`src/hdl/change_detect_consts.vh`:
```
// What this block does
// RL1 - Thirty-two process inputs are sampled and any change of level can raise an alarm.
// RL2 - Three modes exist: no alarm, alarm on the interrupt line, alarm in the first input byte.
// RL3 - The input filter reaction time is selected as 0.3 ms, 1 ms or 3 ms.
// RL4 - A shorter reaction time filters less, so short glitches may pass as real changes.
// RL5 - For the first-byte alarm the host maps the device at byte address 128 or above.
// RL6 - Any read of an input byte acknowledges a pending alarm.
// RL7 - The first-byte alarm is only possible while the device sits in the standard window.
// RL8 - In interrupt-line mode the host places the device only where an interrupt line exists.
// RL9 - The host treats the alarm request as a level and services it while it stays high.
// RL10 - The host does not let further alarms preempt its alarm handler routine.
// RL11 - The host reads the inputs only in the handler and works on a copy elsewhere.
// RL12 - In the mode with no alarm the edge select switches are ignored.
// RL13 - Per input byte a pair of edge select switches picks rising and/or falling edges.
// RL14 - Reading the first input byte freezes the inputs and reading the fourth releases them.
// RL15 - The alarm request stays high from the change until the host reads the inputs.
`ifndef CHANGE_DETECT_CONSTS_VH
`define CHANGE_DETECT_CONSTS_VH

// ----------------------------------------------------------------
// register byte offsets
// ----------------------------------------------------------------
`define OFF_IN0        8'h00
`define OFF_IN1        8'h04
`define OFF_IN2        8'h08
`define OFF_IN3        8'h0c
`define OFF_CTRL       8'h10
`define OFF_EDGE       8'h14
`define OFF_STATUS     8'h18
`define OFF_IRQ_EN     8'h1c
`define OFF_IRQ_CLR    8'h20
`define OFF_ALARM      8'h24

// ----------------------------------------------------------------
// fields
// ----------------------------------------------------------------
`define CTRL_MODE_LO   0
`define CTRL_MODE_HI   1
`define CTRL_REACT_LO  2
`define CTRL_REACT_HI  3
`define CTRL_STD_AREA  4
`define MODE_NONE      2'h0
`define MODE_IRQ_LINE  2'h1
`define MODE_FIRST_BYTE 2'h2
`define REACT_SHORT    2'h0
`define REACT_MID      2'h1
`define REACT_LONG     2'h2
`define ST_CHANGE      0
`define ST_ACK         1
`define ST_ALARM       2
`define FIRST_BYTE_FLAG 8'hff

// ----------------------------------------------------------------
// reset values
// ----------------------------------------------------------------
`define CTRL_RESET     5'h00
`define EDGE_RESET     8'h55
`define IRQ_EN_RESET   3'h0

// ----------------------------------------------------------------
// timing
// ----------------------------------------------------------------
`define CLK_MHZ        50
`define REACT_SHORT_US 300
`define REACT_MID_US   1000
`define REACT_LONG_US  3000
// sized to the 18-bit filter counters: the _US values times CLK_MHZ
`define REACT_SHORT_CYC 18'h03a98
`define REACT_MID_CYC   18'h0c350
`define REACT_LONG_CYC  18'h249f0

`endif

```
`src/hdl/change_detect_input_module.v`:
```
`timescale 1ns/1ns
`include "change_detect_consts.vh"

module change_detect_input_module #(
    parameter [17:0] react_short_cyc = `REACT_SHORT_CYC,
    parameter [17:0] react_mid_cyc   = `REACT_MID_CYC,
    parameter [17:0] react_long_cyc  = `REACT_LONG_CYC
) (
    input  wire        aclk,
    input  wire        aresetn,
    input  wire [31:0] process_in,
    input  wire [7:0]  s_axi_awaddr,
    input  wire        s_axi_awvalid,
    output reg         s_axi_awready,
    input  wire [31:0] s_axi_wdata,
    input  wire [3:0]  s_axi_wstrb,
    input  wire        s_axi_wvalid,
    output reg         s_axi_wready,
    output reg  [1:0]  s_axi_bresp,
    output reg         s_axi_bvalid,
    input  wire        s_axi_bready,
    input  wire [7:0]  s_axi_araddr,
    input  wire        s_axi_arvalid,
    output reg         s_axi_arready,
    output reg  [31:0] s_axi_rdata,
    output reg  [1:0]  s_axi_rresp,
    output reg         s_axi_rvalid,
    input  wire        s_axi_rready,
    output reg         alarm_req,
    output reg         irq
);

// ----------------------------------------------------------------
// decode helpers
// ----------------------------------------------------------------
function is_input_byte;
    input [7:0] a;
    begin
        is_input_byte = (a == `OFF_IN0) || (a == `OFF_IN1) ||
                        (a == `OFF_IN2) || (a == `OFF_IN3);
    end
endfunction

function is_mapped;
    input [7:0] a;
    begin
        is_mapped = is_input_byte(a) || (a == `OFF_CTRL) ||
                    (a == `OFF_EDGE) || (a == `OFF_STATUS) ||
                    (a == `OFF_IRQ_EN) || (a == `OFF_IRQ_CLR) ||
                    (a == `OFF_ALARM);
    end
endfunction

// ----------------------------------------------------------------
// state
// ----------------------------------------------------------------
reg  [4:0]  ctrl;
reg  [7:0]  edge_select_switches;
reg  [2:0]  status;
reg  [2:0]  irq_en;
reg         frozen;
reg         pending;
reg  [31:0] stable;
reg  [31:0] prev;
reg  [7:0]  aw_addr;
reg         aw_held;
reg  [31:0] w_data;
reg  [3:0]  w_strb;
reg         w_held;
reg  [17:0] react_lim;
reg         next_pending;
reg  [2:0]  next_status;
reg  [31:0] rd_val;

wire [1:0]  mode     = ctrl[`CTRL_MODE_HI:`CTRL_MODE_LO];
wire [1:0]  react    = ctrl[`CTRL_REACT_HI:`CTRL_REACT_LO];
wire        std_area = ctrl[`CTRL_STD_AREA];
wire        rd_take  = s_axi_arvalid && s_axi_arready;
wire        wr_fire  = aw_held && w_held && !s_axi_bvalid;
wire        in_read  = rd_take && is_input_byte(s_axi_araddr);
wire [31:0] rise     = stable & ~prev;
wire [31:0] fall     = ~stable & prev;
wire        any_change = |(stable ^ prev);
wire [3:0]  byte_hit;

// ----------------------------------------------------------------
// input filter
// ----------------------------------------------------------------
// shorter limits mean less interference rejection by design
always @* begin
    case (react) // RL3 RL4
        `REACT_SHORT: react_lim = react_short_cyc;
        `REACT_MID:   react_lim = react_mid_cyc;
        `REACT_LONG:  react_lim = react_long_cyc;
        default:      react_lim = react_long_cyc;
    endcase
end

genvar i;
generate
    for (i = 0; i < 32; i = i + 1) begin : chan
        reg [17:0] cnt;
        always @(posedge aclk) begin
            if (!aresetn) begin
                cnt       <= 18'h00000;
                stable[i] <= 1'b0;
            end else if (process_in[i] == stable[i]) begin
                cnt <= 18'h00000;
            end else if (frozen) begin // RL14
                cnt <= cnt;
            end else if (cnt >= react_lim - 18'h00001) begin // RL1
                cnt       <= 18'h00000;
                stable[i] <= process_in[i];
            end else begin
                cnt <= cnt + 18'h00001;
            end
        end
    end
endgenerate

// ----------------------------------------------------------------
// per-byte edge select
// ----------------------------------------------------------------
genvar b;
generate
    for (b = 0; b < 4; b = b + 1) begin : byte_edge
        // even switch enables rising, odd switch falling
        assign byte_hit[b] =
            |((rise[b*8+7:b*8] & {8{edge_select_switches[2*b]}}) |
              (fall[b*8+7:b*8] & {8{edge_select_switches[2*b+1]}})); // RL13
    end
endgenerate

// ----------------------------------------------------------------
// alarm
// ----------------------------------------------------------------
always @* begin
    next_pending = pending;
    if (in_read) begin
        next_pending = 1'b0; // RL6
    end
    // set wins over the acknowledge in the same cycle
    if (|byte_hit && mode != `MODE_NONE && // RL12
        (mode != `MODE_FIRST_BYTE || std_area)) begin // RL7
        next_pending = 1'b1; // RL2 RL15
    end
end

always @* begin
    next_status = status;
    if (wr_fire && aw_addr == `OFF_IRQ_CLR && w_strb[0]) begin
        next_status = status & ~w_data[2:0];
    end
    if (any_change) begin
        next_status[`ST_CHANGE] = 1'b1;
    end
    if (in_read && pending) begin
        next_status[`ST_ACK] = 1'b1;
    end
    if (next_pending && !pending) begin
        next_status[`ST_ALARM] = 1'b1;
    end
end

always @(posedge aclk) begin
    if (!aresetn) begin
        prev      <= 32'h00000000;
        pending   <= 1'b0;
        frozen    <= 1'b0;
        status    <= 3'h0;
        alarm_req <= 1'b0;
        irq       <= 1'b0;
    end else begin
        prev      <= stable;
        pending   <= next_pending;
        status    <= next_status;
        alarm_req <= next_pending && (mode == `MODE_IRQ_LINE); // RL15
        irq       <= |(next_status & irq_en);
        if (rd_take && s_axi_araddr == `OFF_IN0) begin
            frozen <= 1'b1; // RL14
        end else if (rd_take && s_axi_araddr == `OFF_IN3) begin
            frozen <= 1'b0; // RL14
        end
    end
end

// ----------------------------------------------------------------
// axi4-lite write
// ----------------------------------------------------------------
always @(posedge aclk) begin
    if (!aresetn) begin
        s_axi_awready        <= 1'b1;
        s_axi_wready         <= 1'b1;
        s_axi_bvalid         <= 1'b0;
        s_axi_bresp          <= 2'b00;
        aw_held              <= 1'b0;
        w_held               <= 1'b0;
        aw_addr              <= 8'h00;
        w_data               <= 32'h00000000;
        w_strb               <= 4'h0;
        ctrl                 <= `CTRL_RESET;
        edge_select_switches <= `EDGE_RESET;
        irq_en               <= `IRQ_EN_RESET;
    end else begin
        if (s_axi_awvalid && s_axi_awready) begin
            aw_addr       <= s_axi_awaddr;
            aw_held       <= 1'b1;
            s_axi_awready <= 1'b0;
        end
        if (s_axi_wvalid && s_axi_wready) begin
            w_data       <= s_axi_wdata;
            w_strb       <= s_axi_wstrb;
            w_held       <= 1'b1;
            s_axi_wready <= 1'b0;
        end
        if (wr_fire) begin
            s_axi_bvalid <= 1'b1;
            s_axi_bresp  <= is_mapped(aw_addr) ? 2'b00 : 2'b10;
            if (aw_addr == `OFF_CTRL && w_strb[0]) begin
                ctrl <= w_data[4:0];
            end
            if (aw_addr == `OFF_EDGE && w_strb[0]) begin
                edge_select_switches <= w_data[7:0];
            end
            if (aw_addr == `OFF_IRQ_EN && w_strb[0]) begin
                irq_en <= w_data[2:0];
            end
        end
        if (s_axi_bvalid && s_axi_bready) begin
            s_axi_bvalid  <= 1'b0;
            aw_held       <= 1'b0;
            w_held        <= 1'b0;
            s_axi_awready <= 1'b1;
            s_axi_wready  <= 1'b1;
        end
    end
end

// ----------------------------------------------------------------
// axi4-lite read
// ----------------------------------------------------------------
always @* begin
    case (s_axi_araddr)
        `OFF_IN0: begin
            rd_val = {24'h000000, stable[7:0]};
            // flag byte above the data only in the first-byte mode
            if (mode == `MODE_FIRST_BYTE && std_area && pending) begin
                rd_val[15:8] = `FIRST_BYTE_FLAG; // RL2 RL7
            end
        end
        `OFF_IN1:    rd_val = {24'h000000, stable[15:8]};
        `OFF_IN2:    rd_val = {24'h000000, stable[23:16]};
        `OFF_IN3:    rd_val = {24'h000000, stable[31:24]};
        `OFF_CTRL:   rd_val = {27'h0000000, ctrl};
        `OFF_EDGE:   rd_val = {24'h000000, edge_select_switches};
        `OFF_STATUS: rd_val = {29'h0, status};
        `OFF_IRQ_EN: rd_val = {29'h0, irq_en};
        `OFF_ALARM:  rd_val = {30'h0, frozen, pending};
        default:     rd_val = 32'h00000000;
    endcase
end

always @(posedge aclk) begin
    if (!aresetn) begin
        s_axi_arready <= 1'b1;
        s_axi_rvalid  <= 1'b0;
        s_axi_rdata   <= 32'h00000000;
        s_axi_rresp   <= 2'b00;
    end else if (rd_take) begin
        s_axi_arready <= 1'b0;
        s_axi_rvalid  <= 1'b1;
        s_axi_rdata   <= rd_val;
        s_axi_rresp   <= (is_mapped(s_axi_araddr) &&
                          s_axi_araddr != `OFF_IRQ_CLR) ? 2'b00 : 2'b10;
    end else if (s_axi_rvalid && s_axi_rready) begin
        s_axi_rvalid  <= 1'b0;
        s_axi_arready <= 1'b1;
    end
end

endmodule // change_detect_input_module

```
`config.mk`:
```
export PLATFORM = sky130hd
export DESIGN_NAME = change_detect_input_module
export DESIGN_NICKNAME = d
export VERILOG_FILES = /design/src/hdl/change_detect_input_module.v
export VERILOG_INCLUDE_DIRS = /design/src /design/src/hdl
export SDC_FILE = /design/constraint.sdc
export NUM_CORES = 2
export LEC_CHECK = 0
export ABC_AREA = 0
export BUFFER_PORTS_ARGS = -buffer_cell sky130_fd_sc_hd__buf_2
export CAP_MARGIN = 20
export CORE_MARGIN = 1.5
export CORE_UTILIZATION = 60
export CTS_CLUSTER_SIZE = 16
export DETAILED_ROUTE_END_ITERATION = 16
export PLACE_DENSITY = 0.83
export SKIP_LAST_GASP = 1
export SYNTH_ARGS = -nofsm -noshare
export SYNTH_HDL_FRONTEND = slang
export SYNTH_SLANG_ARGS = --single-unit
```
`constraint.sdc`:
```
create_clock -name aclk -period 6.9 [get_ports aclk]
set_clock_uncertainty 0.1 [all_clocks]
set_input_delay 0.69 -clock aclk [delete_from_list [all_inputs] [get_ports aclk]]
set_output_delay 0.69 -clock aclk [all_outputs]
set_load 0.005 [all_outputs]
```
Word-level counts from Yosys, hierarchy flattened --
Cells that the tools add are included.
Storage, ports and cells: register bits after elaboration 723, input port bits 91, word-level logic and storage cells 430
Operators by class: $add $sub $neg 33, order comparisons 32, equality and inequality tests 55, muxes and demuxes 49, bitwise operators 54, reduce and logical (&&, ||, !) cells 121
Operator list (number):
- $add 18x1->18 const B | 32
- $ge 18x18->1 | 32
- $mux 18 | 32
- $pmux 16 s9 | 1
- $reduce_and 3->1 | 32
- $reduce_or 2->1 | 33
- $and 32x32->32 | 2
- $and 8x8->8 | 8
- $eq 8x5->1 const B | 8
- $not 32->32 | 2
- $reduce_or 32->1 | 2
- $pmux 18 s2 | 1
- $not 1->1 | 34
- $eq 1x1->1 | 32
- $eq 8x4->1 const B | 4
- $eq 8x6->1 const B | 4
- $or 8x8->8 | 4
- $xor 32x32->32 | 1
- $logic_and 1x1->1 | 23
- $logic_or 1x1->1 | 19
- $sub 18x1->18 const B | 1
- $eq 8x3->1 const B | 2
- $logic_not 8->1 | 2
- $mux 1 | 11
- other kinds (14) | 22

Logic depth before layout (Yosys ltp) --
depth after elaboration 12, depth in mapped cells 10, gate-level depth less buffers 9

Worst setup path after synthesis --
No wires, ideal clock.
path kind flip-flop to flip-flop, from register ctrl[3], to register chan[6].cnt[10], library setup time 0.064 ns, data arrival time 6.107 ns, setup slack 0.629 ns, stages on the path, launching flop included 10, clock period less this slack 6.271 ns, cell sequence dfxtp_1 or2_2 inv_1 ha_1 a21o_1 a211o_1 o311ai_1 o2111ai_1 buf_2 nor2_1
On the way: longest elaborated chain between the ends 5, elaborated cells on any way between the ends 6, classes of those cells add/sub (1); order compare (1); eq/ne (1); mux (2); reduce/logical (1)
RTL lines:
- start: declaration | line change_detect_input_module.v:57 | reg [4:0] ctrl;
- start signal: assignment | line change_detect_input_module.v:201 | ctrl <= `CTRL_RESET;
- start signal: assignment | line change_detect_input_module.v:220 | ctrl <= w_data[4:0];
- $eq 2x1->1 or $logic_not 2->1 (tied branches) | line change_detect_input_module.v:91 | case (react)
- $pmux 18 s2 * | line change_detect_input_module.v:91
- $sub 18x1->18 * | line change_detect_input_module.v:111 | end else if (cnt >= react_lim - 18'h00001) begin
- $ge 18x18->1 * | line change_detect_input_module.v:111
- $mux 18 * | line change_detect_input_module.v:111
- end signal: assignment | line change_detect_input_module.v:110 | cnt <= cnt;
- end signal: assignment | line change_detect_input_module.v:115 | cnt <= cnt + 18'h00001;
- end: declaration | line change_detect_input_module.v:102 | reg [17:0] cnt;
Mark *: on every way between the ends. The rest lies on a longest branch, timed or not. A chain may end at the register's enable or synchronous reset.

Worst setup path after layout --
from register ctrl[3], to register stable[7]
On the way: longest elaborated chain between the ends 5, elaborated cells on any way between the ends 6, classes of those cells add/sub (1); order compare (1); eq/ne (1); mux (1); reduce/logical (2)
RTL lines:
- $eq 2x1->1 or $logic_not 2->1 (tied branches) | line change_detect_input_module.v:91
- $pmux 18 s2 * | line change_detect_input_module.v:91
- $sub 18x1->18 * | line change_detect_input_module.v:111
- $ge 18x18->1 * | line change_detect_input_module.v:111
- $reduce_and 3->1 (no line) *
- end signal: indexed assignment | line change_detect_input_module.v:113 | stable[i] <= process_in[i];
- end: declaration | line change_detect_input_module.v:63 | reg [31:0] stable;
Marked as above.

==> flow_summary.ini <==
[critical_path]
worst_r2r_path_depth = 10
critPathCapture = stable[7]
worst_path_max_delay_cell = sky130_fd_sc_hd__a31oi_2
path_buf_inv = 3
startpoint = ctrl[3]
path_depth = 10
worstPathRequired_ns = 7.35
worstSetupPathType = reg -> reg
worstPathMaxFanout = 34
critPathCaptureType = register
worst_path_cell_trace = inv_4 -> nand2_4 -> inv_4 -> buf_4 -> ha_1 -> nand3_1 -> nor4_1 -> o21ai_0 -> a31oi_2 -> mux2i_1
timing.critical_path.arrival_ns = 5.56
crit-reg2reg-launch = ctrl[3]
reg2reg_capture_point = stable[7]
critPathTopFamily = buffers and inverters
critical_path.most_common_cell = sky130_fd_sc_hd__inv_4
cp_slowest_stage_delay_ns = 0.82
worstSetupStartpointType = register
rrSetupSlack_ns = 1.79

[timing]
final_period_minus_worst_setup_slack_ns = 5.11
fmax_mhz = 196
post-route-period-util = 0.740
fin_tns_setup_ns = 0
final_critical_path_setup_slack_ns = 1.79
max_slew.worst_pin.slew_ns = 1.13
max_slew_margin = 0.249
grt_setup_unrepaired = no
hold_viol_final = 0
final_max_slew_viol_count = 0
setup_violations = 0

[yosys]
synth-seq-cells = 698
synth.cell_area_sq_um = 41500
synth_cells = 4667
ys_seq_area_frac = 0.336
syn-mean-instance-area_sq_um = 8.90
number_of_enable_type_register_cells_in_the_synthesized_netlist = 0
asyncSetResetFlopFracSynth = 0
synth.yosys.warnings = 0
synth.distinct_cells = 82
flip_flop_cell_with_the_highest_count_after_synthesis = sky130_fd_sc_hd__dfxtp_1

[grt]
grt_first_pass_wirelength_um = 167000
number_of_antenna_violations_at_the_first_check_in_global_routing = 16
grt_pass1_vias = 33520
overflow = 0
grt_start_max_net_pins = 71
global_route.usage.total = 0.284

[power_and_ir_drop]
p_leak_nw = 18.5
cellPowerDensity_nw_per_um2 = 190
worst_ir_drop_vdd_v = 0.000209
netSwitchingPower_mw = 1.97
power_frac_clock = 0.490
p_total_mw = 8.61
comb_power_share = 0.033
switching_share = 0.228
internal-power_mw = 6.64
seq_power_share = 0.478

[die]
die-height_um = 266
start_util = 0.605
rows = 96
fp.dieArea_sq_um = 70800
io_pins = 134
core_region_area_sq_um = 68600
die_w_um = 266

[clocking]
tritoncts.num_buffers = 77
cts_tree = yes
cts_resized = 0
clock_tree.root_cell = sky130_fd_sc_hd__clkbuf_16
cts_buffer_depth = 3
h-tree-depth = 3
sinks_on_the_clock_net = 698
clock_insertion_delay_worst_skew_ns = 0.64
post-cts-setup-buffers = 0
cts.clk_slew.worst_paths_ns = 0.06
cts_hold_buffers = 0

[job]
drv_cap = 0

[placement]
place.detailed.instances = 5562
buffers_added_on_ports = 88
finalWeightedCongestion = 0.960
pre_cts_slack_ns = 1.80
detailed_place.area_sq_um = 42600
detailed_place_hpwl_um = 67900

[layout]
final-instance-count-excl-fill = 5715
most-common-layout-cells = 696 x sky130_fd_sc_hd__dfxtp_1, 512 x sky130_fd_sc_hd__ha_1, 476 x sky130_fd_sc_hd__nor3_1
flow.area_growth_from_synthesis_pct = 9.04
final_design_area_no_fill_sq_um = 45300
ratio_of_cells_with_drive_above_1_in_the_final_layout = 0.0668
final_net_count = 5317
final_common_cell = sky130_fd_sc_hd__dfxtp_1

[routing]
postRouteWirelength_um = 102000
detailroute.via_count = 34853
post_drt_via_cell_ratio = 6.10
wire_per_inst_um = 17.8
drtIter0Drc = 2470
drc = 0
route.antenna.remaining_nets = 0
drt_pass1_iterations = 6

[min_path]
worst_hold_path_type = in -> reg
worstHoldPathCells = 2
worst_hold_startpoint = s_axi_wvalid

[status]
status = completed
[Yosys cell counts, types with 13 or more instances]
library cell | instances | area share
sky130_fd_sc_hd__xnor2_1 | 251 | 0.053
sky130_fd_sc_hd__dfxtp_1 | 698 | 0.34
sky130_fd_sc_hd__and4_1 | 81 | 0.017
sky130_fd_sc_hd__inv_1 | 129 | 0.012
sky130_fd_sc_hd__and2_1 | 23 | 0.0035
sky130_fd_sc_hd__nor3_1 | 476 | 0.057
sky130_fd_sc_hd__o21ai_0 | 94 | 0.011
sky130_fd_sc_hd__buf_4 | 28 | 0.0051
sky130_fd_sc_hd__buf_2 | 47 | 0.0057
sky130_fd_sc_hd__nand4b_1 | 21 | 0.0044
sky130_fd_sc_hd__a211o_1 | 49 | 0.010
sky130_fd_sc_hd__nor2b_1 | 58 | 0.0087
sky130_fd_sc_hd__a21oi_1 | 143 | 0.017
sky130_fd_sc_hd__nand2_1 | 328 | 0.030
sky130_fd_sc_hd__ha_1 | 512 | 0.15
sky130_fd_sc_hd__a211oi_1 | 34 | 0.0061
sky130_fd_sc_hd__nor4_1 | 47 | 0.0071
sky130_fd_sc_hd__a221oi_2 | 16 | 0.0058
sky130_fd_sc_hd__mux2i_1 | 36 | 0.0087
sky130_fd_sc_hd__xor2_1 | 321 | 0.068
sky130_fd_sc_hd__and4b_1 | 37 | 0.0089
sky130_fd_sc_hd__nand4_1 | 181 | 0.027
sky130_fd_sc_hd__and3b_1 | 29 | 0.0061
sky130_fd_sc_hd__o2111ai_1 | 16 | 0.0034
sky130_fd_sc_hd__o21a_1 | 13 | 0.0024
sky130_fd_sc_hd__a21o_1 | 40 | 0.0072
sky130_fd_sc_hd__nand3_1 | 256 | 0.031
sky130_fd_sc_hd__and3_1 | 93 | 0.014
sky130_fd_sc_hd__nor2_1 | 318 | 0.029
sky130_fd_sc_hd__clkbuf_1 | 82 | 0.0074
[state kept, by name, indices dropped and copies added (netlist names), 3 cells and up]
signal                count
ctrl                      5
irq_en                    3
edge_select_switches      8
prev                     32
status                    3
w_data                    8
stable                   32
s_axi_rdata               9
chan.cnt                576
aw_addr                   8
[power by group through the flow]
stage	clock (mW)	combinational, mW	sequential (mW)
after global placement	0	0.261	4.20
after detailed placement	0	0.273	4.20
final	4.22	0.280	4.11
after floorplan	0	0.192	4.19
after global routing	4.43	0.311	4.12
after CTS	4.26	0.277	4.11
[metrics by stage]
step | utilization | hold slack, ns
6_report | 0.660 | 0.167
5_1_grt | 0.660 | 0.183
4_1_cts | 0.660 | 0.149
3_5_place_dp | 0.622 | 0.337
3_3_place_gp | 0.621 | 0.330
2_1_floorplan | - | 0.336
[final cells by class]
type | instances | area (sq um)
clock buffers | 107 | 2250
repair buffers | 124 | 732
diodes | 5 | 12.5
fillers | 5406 | 23300
well taps | 931 | 1160
flip-flops and latches | 698 | 14000
multi-input cells | 3684 | 26300
inverters | 129 | 494
clock inverters | 37 | 347
[logic make-up after synthesis]
kind of cell	count (synthesis)	share of synthesized area
other	1	0.0000903
xor gates and xnor gates	572	0.121
muxes	41	0.0106
and+or+nand+nor	1999	0.253
AOI/OAI and AO/OA	542	0.0926
adders and majority gates	512	0.154
buffers and inverters	302	0.0322
DFF	698	0.336
[worst min path at each step]
stage | end
finish | s_axi_wready
global route | s_axi_wready
CTS | s_axi_wready
detailed placement | s_axi_rdata[4]
global placement | s_axi_rdata[6]
floorplan | aw_addr[6]
[per-layer routing]
layer  GRT usage  share of wire
met1       0.364           0.44
met2       0.470           0.46
met3      0.0616          0.071
met4       0.104          0.033
met5           0        0.00096
Note: power is estimated with default switching activity, not from simulation.
